**config.mk**
```make
export PLATFORM = sky130hd
export DESIGN_NAME = system_clock_controller
export DESIGN_NICKNAME = d
export VERILOG_FILES = /design/src/clock_controller_pkg.sv /design/src/clock_tick_divider.sv /design/src/system_clock_controller.sv
export SDC_FILE = /design/constraint.sdc
export NUM_CORES = 1
export LEC_CHECK = 0
export BUFFER_PORTS_ARGS = -buffer_cell sky130_fd_sc_hd__buf_2
export CAP_MARGIN = 20
export CORE_ASPECT_RATIO = 1.1
export CORE_UTILIZATION = 56
export CTS_CLUSTER_SIZE = 14
export DETAILED_ROUTE_END_ITERATION = 8
export GPL_TIMING_DRIVEN = 0
export PLACE_DENSITY = 0.87
export SLEW_MARGIN = 40
export SYNTH_ARGS = -nofsm -noshare
export SYNTH_HDL_FRONTEND = slang
export SYNTH_HIERARCHICAL = 1
export SYNTH_SLANG_ARGS = --single-unit
export TNS_END_PERCENT = 1
```
**constraint.sdc**
```tcl
create_clock -name clock -period 4.2 [get_ports clock]
set_input_delay 0.21 -clock clock [delete_from_list [all_inputs] [get_ports clock]]
set_output_delay 0.21 -clock clock [all_outputs]
set_load 0.01 [all_outputs]
```
**src/clock_controller_pkg.sv**
```systemverilog
// Overview of operation
// - reset runs fast RC divided by eight
// - software changes source at run time
// - old source kept until new ready
// - core and each peripheral clock stoppable
// - wakeup on fast RC/8, then restore
// - external failure forces fast RC at 2 MHz
// - external failure raises an interrupt
// - selectable clock driven on output pin
// - trim register: three magnitude, one sign
// - option bit: two magnitude bits plus sign
// - slow RC feeds watchdog and wakeup timer
// - slow RC system clock needs option bit
// - crystal selectable as main run clock
// - user external clock accepted on input
// - gate bits map to peripherals as listed
package clock_controller_pkg;

   typedef enum logic [1:0]
   {
      SRC_FAST_RC  = 2'h0,
      SRC_SLOW_RC  = 2'h1,
      SRC_CRYSTAL  = 2'h2,
      SRC_USER_EXT = 2'h3
   } source_type;

   // gray along run -> switch and run -> halt -> stabilize
   typedef enum logic [1:0]
   {
      ST_RUN       = 2'h0,
      ST_SWITCH    = 2'h1,
      ST_HALT      = 2'h2,
      ST_STABILIZE = 2'h3
   } state_type;

   // register byte addresses
   localparam logic [7:0] ADDR_SOURCE_SELECT = 8'h00;
   localparam logic [7:0] ADDR_SOURCE_STATUS = 8'h04;
   localparam logic [7:0] ADDR_DIVIDER       = 8'h08;
   localparam logic [7:0] ADDR_TRIM          = 8'h0C;
   localparam logic [7:0] ADDR_GATE_1        = 8'h10;
   localparam logic [7:0] ADDR_GATE_2        = 8'h14;
   localparam logic [7:0] ADDR_CLOCK_OUT     = 8'h18;
   localparam logic [7:0] ADDR_IRQ_STATUS    = 8'h1C;
   localparam logic [7:0] ADDR_IRQ_MASK      = 8'h20;
   localparam logic [7:0] ADDR_CONTROL       = 8'h24;

   // field positions
   localparam int CTRL_CORE_STOP   = 0;
   localparam int CTRL_MONITOR_EN  = 1;
   localparam int IRQ_FAIL         = 0;
   localparam int IRQ_SWITCH_DONE  = 1;
   localparam int CLKOUT_ENABLE    = 0;
   localparam int GATE2_AWU        = 2;

   // reset values
   localparam logic [1:0] DIV_BY_EIGHT    = 2'h3;
   localparam logic [7:0] GATE_1_RESET    = 8'hFB;
   localparam logic [7:0] GATE_2_RESET    = 8'h0C;
   localparam logic [1:0] CONTROL_RESET   = 2'h2;
   localparam logic [3:0] TRIM_RESET      = 4'h0;

   // writable bits; reserved gate bits read zero
   localparam logic [7:0] GATE_1_VALID    = 8'hFB;
   localparam logic [7:0] GATE_2_VALID    = 8'h0C;
   // compatibility trim keeps sign and two low magnitude bits
   localparam logic [3:0] TRIM_COMPAT_MASK = 4'hB;

   // timing at a 100 ns clock
   localparam int CLOCK_PERIOD_NS = 100;
   localparam int STAB_TIME_NS    = 10000;
   localparam int FAIL_TIME_NS    = 8000;
   localparam int STAB_CYCLES_INT = (STAB_TIME_NS + CLOCK_PERIOD_NS - 1) / CLOCK_PERIOD_NS;
   localparam int FAIL_CYCLES_INT = FAIL_TIME_NS / CLOCK_PERIOD_NS;
   localparam logic [7:0] STAB_CYCLES = 8'(STAB_CYCLES_INT);
   localparam logic [7:0] FAIL_CYCLES = 8'(FAIL_CYCLES_INT);

endpackage : clock_controller_pkg

```
**src/clock_tick_divider.sv**
```systemverilog
`timescale 1ns/1ps
module clock_tick_divider
   import clock_controller_pkg::*;
(
   // clock and reset
   input  wire logic       clock,
   input  wire logic       rst_n,
   // source ticks
   input  wire logic       tickIn,
   input  wire logic [1:0] divSelect,
   input  wire logic       restart,
   // divided ticks
   output logic            tickOut
);

   logic [2:0] count;
   logic [2:0] limit;

   // divide by 1, 2, 4 or 8 source ticks
   always_comb
   begin
      limit = 3'((4'h1 << divSelect) - 4'h1);
   end

   // restart on a source change so the first divided tick is a full period
   always_ff @(posedge clock)
   begin
      if (!rst_n || restart)
      begin
         count   <= 3'h0;
         tickOut <= 1'b0;
      end
      else if (tickIn)
      begin
         tickOut <= (count >= limit);
         count   <= (count >= limit) ? 3'h0 : 3'(count + 3'h1);
      end
      else
      begin
         tickOut <= 1'b0;
      end
   end

endmodule : clock_tick_divider

```
**src/system_clock_controller.sv**
```systemverilog
// The address map and the Wishbone slave port are this design's own decisions.
`timescale 1ns/1ps
module system_clock_controller
   import clock_controller_pkg::*;
(
   // clock and reset
   input  wire logic        clock,
   input  wire logic        rst_n,
   // wishbone slave
   input  wire logic        wbCyc,
   input  wire logic        wbStb,
   input  wire logic        wbWe,
   input  wire logic [7:0]  wbAdr,
   input  wire logic [3:0]  wbSel,
   input  wire logic [31:0] wbDatIn,
   output logic [31:0]      wbDatOut,
   output logic             wbAck,
   // oscillators, sampled as pins
   input  wire logic        fastRcTick,
   input  wire logic        slowRcTick,
   input  wire logic        extClockTick,
   input  wire logic        fastRcReady,
   input  wire logic        slowRcReady,
   input  wire logic        crystalReady,
   // option byte straps
   input  wire logic        trimCompatSelect,
   input  wire logic        slowRcSysclkAllow,
   // power mode requests from the core
   input  wire logic        haltRequest,
   input  wire logic        wakeupEvent,
   // clock ticks
   output logic             sysTick,
   output logic             coreTick,
   output logic [15:0]      periphTick,
   output logic             watchdogTick,
   output logic             awuTick,
   // oscillator trim and clock output pin
   output logic [3:0]       trimValue,
   output logic             clockOutPin,
   output logic             clockOutEnable,
   // status
   output logic             irq,
   output logic             halted,
   output logic [1:0]       activeSource
);
   import clock_controller_pkg::*;

   localparam int SYNC_W = 8;

   logic [SYNC_W-1:0] syncA;
   logic [SYNC_W-1:0] syncB;
   logic [SYNC_W-1:0] pinIn;
   logic [2:0]        tickPrev;
   logic              fastEdge;
   logic              slowEdge;
   logic              extEdge;
   logic              trimCompat;
   logic              slowAllow;

   source_type        selectReg;
   source_type        currentSource;
   state_type         state;
   logic [1:0]        divReg;
   logic [3:0]        trimReg;
   logic [7:0]        gate1;
   logic [7:0]        gate2;
   logic [2:0]        clockOutReg;
   logic [1:0]        irqStatus;
   logic [1:0]        irqMask;
   logic [1:0]        control;
   logic [7:0]        stabCount;
   logic [7:0]        silentCount;
   logic              extAlive;
   logic              failEvent;
   logic              switchDone;
   logic              sourceTick;
   logic              divTick;
   logic [1:0]        effDiv;
   logic              restartDiv;
   logic              running;
   logic              busReq;
   logic              busWrite;
   logic [31:0]       readData;
   logic [15:0]       gateAll;
   logic              outSelTick;

   assign pinIn = {slowRcSysclkAllow, trimCompatSelect, crystalReady, slowRcReady, fastRcReady,
                   extClockTick, slowRcTick, fastRcTick};

   // two stages on every pin; only the second stage is read
   genvar gi;
   generate
      for (gi = 0; gi < SYNC_W; gi++)
      begin : g_sync
         always_ff @(posedge clock)
         begin
            if (!rst_n)
            begin
               syncA[gi] <= 1'b0;
               syncB[gi] <= 1'b0;
            end
            else
            begin
               syncA[gi] <= pinIn[gi];
               syncB[gi] <= syncA[gi];
            end
         end
      end
   endgenerate

   always_ff @(posedge clock)
   begin
      if (!rst_n)
         tickPrev <= 3'h0;
      else
         tickPrev <= syncB[2:0];
   end

   assign fastEdge   = syncB[0] & ~tickPrev[0];
   assign slowEdge   = syncB[1] & ~tickPrev[1];
   assign extEdge    = syncB[2] & ~tickPrev[2];
   assign trimCompat = syncB[6];
   assign slowAllow  = syncB[7];

   function automatic logic sourceReady(input source_type src);
      case (src)
         SRC_FAST_RC:  sourceReady = syncB[3];
         SRC_SLOW_RC:  sourceReady = syncB[4];
         SRC_CRYSTAL:  sourceReady = syncB[5];
         SRC_USER_EXT: sourceReady = extAlive;
         default:      sourceReady = 1'b0;
      endcase
   endfunction : sourceReady

   // wishbone: ack one cycle after the request, write lands on the ack edge
   assign busReq   = wbCyc & wbStb;
   assign busWrite = busReq & wbAck & wbWe & wbSel[0];

   always_ff @(posedge clock)
   begin
      if (!rst_n)
      begin
         wbAck    <= 1'b0;
         wbDatOut <= 32'h0;
      end
      else
      begin
         wbAck    <= busReq & ~wbAck;
         wbDatOut <= (busReq & ~wbAck) ? readData : 32'h0;
      end
   end

   always_comb
   begin
      readData = 32'h0;
      case (wbAdr)
         ADDR_SOURCE_SELECT: readData[1:0] = selectReg;
         ADDR_SOURCE_STATUS: readData[7:0] = {syncB[5:3], extAlive, state, currentSource};
         ADDR_DIVIDER:       readData[1:0] = divReg;
         ADDR_TRIM:          readData[3:0] = trimReg;
         ADDR_GATE_1:        readData[7:0] = gate1 & GATE_1_VALID;
         ADDR_GATE_2:        readData[7:0] = gate2 & GATE_2_VALID;
         ADDR_CLOCK_OUT:     readData[2:0] = clockOutReg;
         ADDR_IRQ_STATUS:    readData[1:0] = irqStatus;
         ADDR_IRQ_MASK:      readData[1:0] = irqMask;
         ADDR_CONTROL:       readData[1:0] = control;
         default:            readData = 32'h0;
      endcase
   end

   // source selection; a refused slow RC request leaves the target unchanged
   always_ff @(posedge clock)
   begin
      if (!rst_n)
         selectReg <= SRC_FAST_RC;
      else if (failEvent)
         selectReg <= SRC_FAST_RC;
      else if (busWrite && wbAdr == ADDR_SOURCE_SELECT)
      begin
         if (source_type'(wbDatIn[1:0]) != SRC_SLOW_RC || slowAllow)
            selectReg <= source_type'(wbDatIn[1:0]);
      end
   end

   always_ff @(posedge clock)
   begin
      if (!rst_n)
         divReg <= DIV_BY_EIGHT;
      else if (failEvent)
         divReg <= DIV_BY_EIGHT;
      else if (busWrite && wbAdr == ADDR_DIVIDER)
         divReg <= wbDatIn[1:0];
   end

   always_ff @(posedge clock)
   begin
      if (!rst_n)
      begin
         trimReg     <= TRIM_RESET;
         gate1       <= GATE_1_RESET;
         gate2       <= GATE_2_RESET;
         clockOutReg <= 3'h0;
         irqMask     <= 2'h0;
         control     <= CONTROL_RESET;
      end
      else if (busWrite)
      begin
         case (wbAdr)
            ADDR_TRIM:      trimReg     <= wbDatIn[3:0];
            ADDR_GATE_1:    gate1       <= wbDatIn[7:0] & GATE_1_VALID;
            ADDR_GATE_2:    gate2       <= wbDatIn[7:0] & GATE_2_VALID;
            ADDR_CLOCK_OUT: clockOutReg <= wbDatIn[2:0];
            ADDR_IRQ_MASK:  irqMask     <= wbDatIn[1:0];
            ADDR_CONTROL:   control     <= wbDatIn[1:0];
            default:        control     <= control;
         endcase
      end
   end

   // sticky events; a new event outweighs a write-one clear in the same cycle
   always_ff @(posedge clock)
   begin
      if (!rst_n)
         irqStatus <= 2'h0;
      else
      begin
         for (int i = 0; i < 2; i++)
         begin
            if ((i == IRQ_FAIL && failEvent) || (i == IRQ_SWITCH_DONE && switchDone))
               irqStatus[i] <= 1'b1;
            else if (busWrite && wbAdr == ADDR_IRQ_STATUS && wbDatIn[i])
               irqStatus[i] <= 1'b0;
         end
      end
   end

   always_ff @(posedge clock)
   begin
      if (!rst_n)
         irq <= 1'b0;
      else
         irq <= |(irqStatus & irqMask);
   end

   // failure monitor counts cycles without an external edge; saturates when silent
   always_ff @(posedge clock)
   begin
      if (!rst_n)
         silentCount <= FAIL_CYCLES;
      else if (extEdge)
         silentCount <= 8'h0;
      else if (silentCount < FAIL_CYCLES)
         silentCount <= 8'(silentCount + 8'h1);
   end

   assign extAlive  = silentCount < FAIL_CYCLES;
   // fires once, on the cycle the count runs out, while an external source drives the system
   assign failEvent = control[CTRL_MONITOR_EN] && (state != ST_HALT)
                      && (currentSource == SRC_CRYSTAL || currentSource == SRC_USER_EXT)
                      && (silentCount == 8'(FAIL_CYCLES - 8'h1)) && !extEdge;

   // source switching and power mode sequencing
   always_ff @(posedge clock)
   begin
      if (!rst_n)
      begin
         state         <= ST_RUN;
         currentSource <= SRC_FAST_RC;
         stabCount     <= 8'h0;
         switchDone    <= 1'b0;
      end
      else
      begin
         switchDone <= 1'b0;
         if (failEvent)
         begin
            currentSource <= SRC_FAST_RC;
            state         <= ST_RUN;
         end
         else
         begin
            case (state)
               ST_RUN:
               begin
                  if (haltRequest)
                     state <= ST_HALT;
                  else if (selectReg != currentSource)
                     state <= ST_SWITCH;
               end
               ST_SWITCH:
               begin
                  if (haltRequest)
                     state <= ST_HALT;
                  else if (selectReg == currentSource)
                     state <= ST_RUN;
                  else if (sourceReady(selectReg))
                  begin
                     currentSource <= selectReg;
                     switchDone    <= 1'b1;
                     state         <= ST_RUN;
                  end
               end
               ST_HALT:
               begin
                  stabCount <= 8'h0;
                  if (wakeupEvent)
                  begin
                     currentSource <= SRC_FAST_RC;
                     state         <= ST_STABILIZE;
                  end
               end
               ST_STABILIZE:
               begin
                  stabCount <= 8'(stabCount + 8'h1);
                  // back to run; the saved selection is then restored by a switch
                  if (stabCount == 8'(STAB_CYCLES - 8'h1))
                     state <= ST_RUN;
               end
               default:
                  state <= ST_RUN;
            endcase
         end
      end
   end

   always_comb
   begin
      case (currentSource)
         SRC_FAST_RC: sourceTick = fastEdge;
         SRC_SLOW_RC: sourceTick = slowEdge;
         default:     sourceTick = extEdge;
      endcase
   end

   // stabilization always uses the fast RC at divide by eight
   assign effDiv     = (state == ST_STABILIZE) ? DIV_BY_EIGHT : divReg;
   assign restartDiv = switchDone | failEvent | (state == ST_HALT);
   assign running    = (state != ST_HALT);

   clock_tick_divider u_divider
   (
      .clock     (clock),
      .rst_n     (rst_n),
      .tickIn    (sourceTick),
      .divSelect (effDiv),
      .restart   (restartDiv),
      .tickOut   (divTick)
   );

   assign gateAll = {gate2, gate1};

   always_ff @(posedge clock)
   begin
      if (!rst_n)
      begin
         sysTick  <= 1'b0;
         coreTick <= 1'b0;
      end
      else
      begin
         sysTick  <= divTick & running;
         coreTick <= divTick & running & ~control[CTRL_CORE_STOP];
      end
   end

   generate
      for (gi = 0; gi < 16; gi++)
      begin : g_gate
         always_ff @(posedge clock)
         begin
            if (!rst_n)
               periphTick[gi] <= 1'b0;
            else
               periphTick[gi] <= divTick & running & gateAll[gi];
         end
      end
   endgenerate

   // slow RC runs beside the system clock and keeps going in halt
   always_ff @(posedge clock)
   begin
      if (!rst_n)
      begin
         watchdogTick <= 1'b0;
         awuTick      <= 1'b0;
      end
      else
      begin
         watchdogTick <= slowEdge;
         awuTick      <= slowEdge & gate2[GATE2_AWU];
      end
   end

   always_ff @(posedge clock)
   begin
      if (!rst_n)
         trimValue <= TRIM_RESET;
      else
         trimValue <= trimCompat ? (trimReg & TRIM_COMPAT_MASK) : trimReg;
   end

   always_comb
   begin
      case (clockOutReg[2:1])
         2'h0:    outSelTick = divTick & running;
         2'h1:    outSelTick = fastEdge;
         2'h2:    outSelTick = slowEdge;
         default: outSelTick = extEdge;
      endcase
   end

   // the pin toggles per selected tick, giving half the tick rate as a square wave
   always_ff @(posedge clock)
   begin
      if (!rst_n)
      begin
         clockOutPin    <= 1'b0;
         clockOutEnable <= 1'b0;
      end
      else
      begin
         clockOutEnable <= clockOutReg[CLKOUT_ENABLE];
         if (!clockOutReg[CLKOUT_ENABLE])
            clockOutPin <= 1'b0;
         else if (outSelTick)
            clockOutPin <= ~clockOutPin;
      end
   end

   always_ff @(posedge clock)
   begin
      if (!rst_n)
      begin
         halted       <= 1'b0;
         activeSource <= SRC_FAST_RC;
      end
      else
      begin
         halted       <= (state == ST_HALT);
         activeSource <= currentSource;
      end
   end

endmodule : system_clock_controller

```
==> key figures <==
Placement
  – Port bufs: 60
  – Area after DPL: 5041 µm²
  – Final Wtd Congestion: 0.9082
  – Detailed placement HPWL: 7476 µm
  – Setup WS pre-CTS: 1.940 ns

Clock tree
  – Clock Sink Count: 102
  – Post-CTS sizing: 0
  – Post-CTS setup buffers: 0
  – CTS Buf Count: 9
  – Root buffer cell: clkbuf_8
  – Max clock buf depth: 2
  – Worst-path clk slew: 0.11 ns
  – CTS Hold Bufs: 0
  – Clock latency on the worst-skew pair: 0.39 ns
  – CTS tree: done
  – Htree depth: 3

Power
  – PD cells: 334.8 nW/µm²
  – Internal Pwr Total: 0.001281 W
  – Leakage: 2.356 nW
  – Part of the power in combinational logic: 8.8%
  – Clock network power share: 34.9%
  – Maximum VDD drop: 0.2268 mV
  – Sw power: 0.0004747 W
  – Reg power frac: 56.3%
  – Sw Ratio: 27.04%

Min path
  – Hold path start: slowRcReady
  – Hold Crit Endpoint: syncA[4]$_SDFF_PN0_
  – Hold Crit Class: primary input to flip-flop
  – Hold Path Stages: 2

Synth
  – Synthesized cell area: 4497 µm²
  – Top cell type's share of synthesized area: 45.41%
  – EDFF count, synth: 0
  – Synth area leaders: dfxtp_1 (45%), buf_4 (5.5%), and2_1 (5.4%)
  – Synth Register Bits: 102
  – Post-synthesis cell type count: 60
  – Syn Inst Count: 487
  – Seq/Total Area, Yosys: 45.41%
  – Biggest area consumer among synthesized cells: dfxtp_1
  – Syn_area_per_cell: 9.234 µm²
  – Synthesis warning total: 6
  – Async SR Flop Fraction: 0%
  – Top FF cell, synth: dfxtp_1

Routing
  – Via density: 5.289
  – Vias: 3692
  – Drt drc: 0
  – Iteration-0 DRC Markers: 303
  – Initial DRT Pass Iterations: 5
  – Per-cell routed wire length: 14.34 µm
  – Final ANT Viol Nets: 0
  – Drt total wl: 10010 µm

Timing
  – RSZ-0062 raised after global routing: false
  – Final worst-path setup slack: 1.941 ns
  – Layout Skew: 0.01440 ns
  – Worst-margin pin slew: 0.6463 ns
  – Setup-failing EPs final: 0
  – Relative slew slack: 56.52%
  – Fin crit period: 2.259 ns
  – Final Cycle Share: 53.79%
  – Max-slew violation count: 0
  – Hold Vio Cnt, Final: 0
  – Hold WS: 0.01842 ns
  – Setup TNS: 0 ns
  – Max Clk Rate: 442.6 MHz

Cells and area
  – Finished Cell Area: 5244 µm²
  – Syn-to-layout area delta: 16.61%
  – Ant. Diodes: 0
  – Layout cell share with drive strength beyond 1: 23.27%
  – Final #Nets: 653

Floorplanning
  – Die Y: 95.99 µm
  – Die area: 8393 µm²
  – # IOs: 122
  – Effective utilization at floorplan: 59.19%
  – Row cnt: 33
  – Core area: 7597 µm²
  – DIE WIDTH: 87.44 µm

Setup path
  – Kind of critical path: flip-flop to flip-flop
  – R2r startpoint: silentCount[0]$_SDFFE_PP0P_
  – CP Data Arrival Time: 2.54 ns
  – RR Endpoint: u_divider/count[2]$_SDFFE_PP0P_
  – CP required: 4.48 ns
  – FF-to-FF path depth: 9
  – R2R setup slack: 1.94 ns
  – CP Launch Type: flip-flop
  – Crit path max fanout: 8
  – Crit end category: flip-flop

Global route
  – Total track usage: 25.13%
  – Initial antenna violation count: 0
  – Largest net degree at the start of global routing: 21
  – Vias in the first global route: 3381
  – First-pass GRT wire length: 15870 µm
  – GR Overflow Total: 0

Outcome
  – Outcome: complete, no violations

Flow run
  – Max cap viols: 0
[registers in the layout (all words and copies together), names as in the netlist, 3 cells and up]
| signal | flops |
|---|---|
| clockOutReg | 3 |
| gate1 | 7 |
| periphTick | 9 |
| silentCount | 8 |
| stabCount | 8 |
| syncA | 8 |
| syncB | 6 |
| tickPrev | 3 |
| trimReg | 4 |
| trimValue | 4 |
| u_divider/count | 3 |
| wbDatOut | 8 |
[worst max-delay path by stage]
stage	from	to	depth (start not counted)
after floorplan	silentCount[0]$_SDFFE_PP0P_	u_divider/count[2]$_SDFFE_PP0P_	9
after global placement	silentCount[0]$_SDFFE_PP0P_	u_divider/count[2]$_SDFFE_PP0P_	9
after detailed placement	silentCount[0]$_SDFFE_PP0P_	u_divider/count[2]$_SDFFE_PP0P_	9
after CTS	silentCount[0]$_SDFFE_PP0P_	u_divider/count[2]$_SDFFE_PP0P_	9
after global routing	silentCount[1]$_SDFFE_PP0P_	u_divider/count[2]$_SDFFE_PP0P_	9
final	silentCount[0]$_SDFFE_PP0P_	u_divider/count[2]$_SDFFE_PP0P_	9
[logic make-up after synthesis]
logic type,after synthesis,synth area share (%)
simple gates,210,25.21
flops,102,45.41
compound gates,66,10.21
buf+inv,63,8.375
mux,26,6.511
xor+xnor,13,2.532
fa+ha+maj,6,1.669
other cells,1,0.08339
[per-layer routing]
metal / wire [µm] / part of all wire [%] / up-vias / GRT usage (%)
met2: 4879 / 49 / 155 / 42.25
met3: 631 / 6.3 / 26 / 6.261
met1: 4291 / 43 / 1688 / 31.12
li1: - / - / 1823 / -
met5: 0 / 0 / - / 0
met4: 204 / 2.0 / 0 / 9.290
[power by group through the flow]
stage	sequential, W	clock [W]	combinational, W
after floorplan	0.00101	0	0.000109
final	0.000988	0.000613	0.000155
after global routing	0.000990	0.000659	0.000170
after global placement	0.00101	0	0.000149
after detailed placement	0.00101	0	0.000151
after CTS	0.000988	0.000614	0.000152
[layout make-up]
cell class	count	area, µm²
multi-input combinational	352	2191
fill	617	2354
sequential	102	2042
buffer	54	342.8
clock buffer	9	123.9
clock inverter	7	78.83
inverter	9	33.78
tap	105	131.4
timing repair buffer	60	300.3
[critical path: stages (launching register included)]
cell and delay [ns]:
dfxtp_1 0.38, ha_1 0.19, nand3_1 0.11, or4b_1 0.52, buf_6 0.16, or2_4 0.27
nand3_1 0.13, and4bb_1 0.22, o2111ai_1 0.09, nand3_1 0.09
[per-stage QoR]
| stage | cells | power, W | util, % |
|---|---|---|---|
| floorplan | 517 | 0.001118 | - |
| global placement | 682 | 0.001158 | 66.35 |
| detailed placement | 682 | 0.001162 | 66.35 |
| CTS | 698 | 0.001754 | 69.02 |
| global route | 698 | 0.001819 | 69.02 |
| finish | 698 | 0.001755 | 69.02 |
[cells in the final DEF, fill, tap and decap left out, types with 4 or more instances in the layout]
cell	synthesis	final
dfxtp_1	102	102
buf_2	7	67
nand2_1	42	42
and2_1	39	39
buf_4	33	33
nor2_1	32	32
conb_1	1	31
nand3_1	23	23
nor2b_1	19	19
mux2i_1	18	18
a21oi_1	16	16
o21ai_0	14	14
clkbuf_1	13	13
nand2b_1	10	10
xor2_1	9	9
clkbuf_8	0	9
inv_1	8	8
nand4_1	8	8
and3_1	7	7
nor3_1	7	7
a22oi_1	7	7
mux2_2	6	6
ha_1	6	6
xnor2_1	4	4
a31oi_1	4	4
o2111ai_1	4	4
[cells in the mapped netlist (all sizes together), types with 9 or more instances]
cell type	count
nor2	32
buf	41
xor2	9
dfxtp	102
nand2	43
a21oi	17
mux2i	18
nand3	23
o21ai	16
and2	39
nor2b	21
nand2b	10
clkbuf	13
Power figures use the tool's default switching activity.
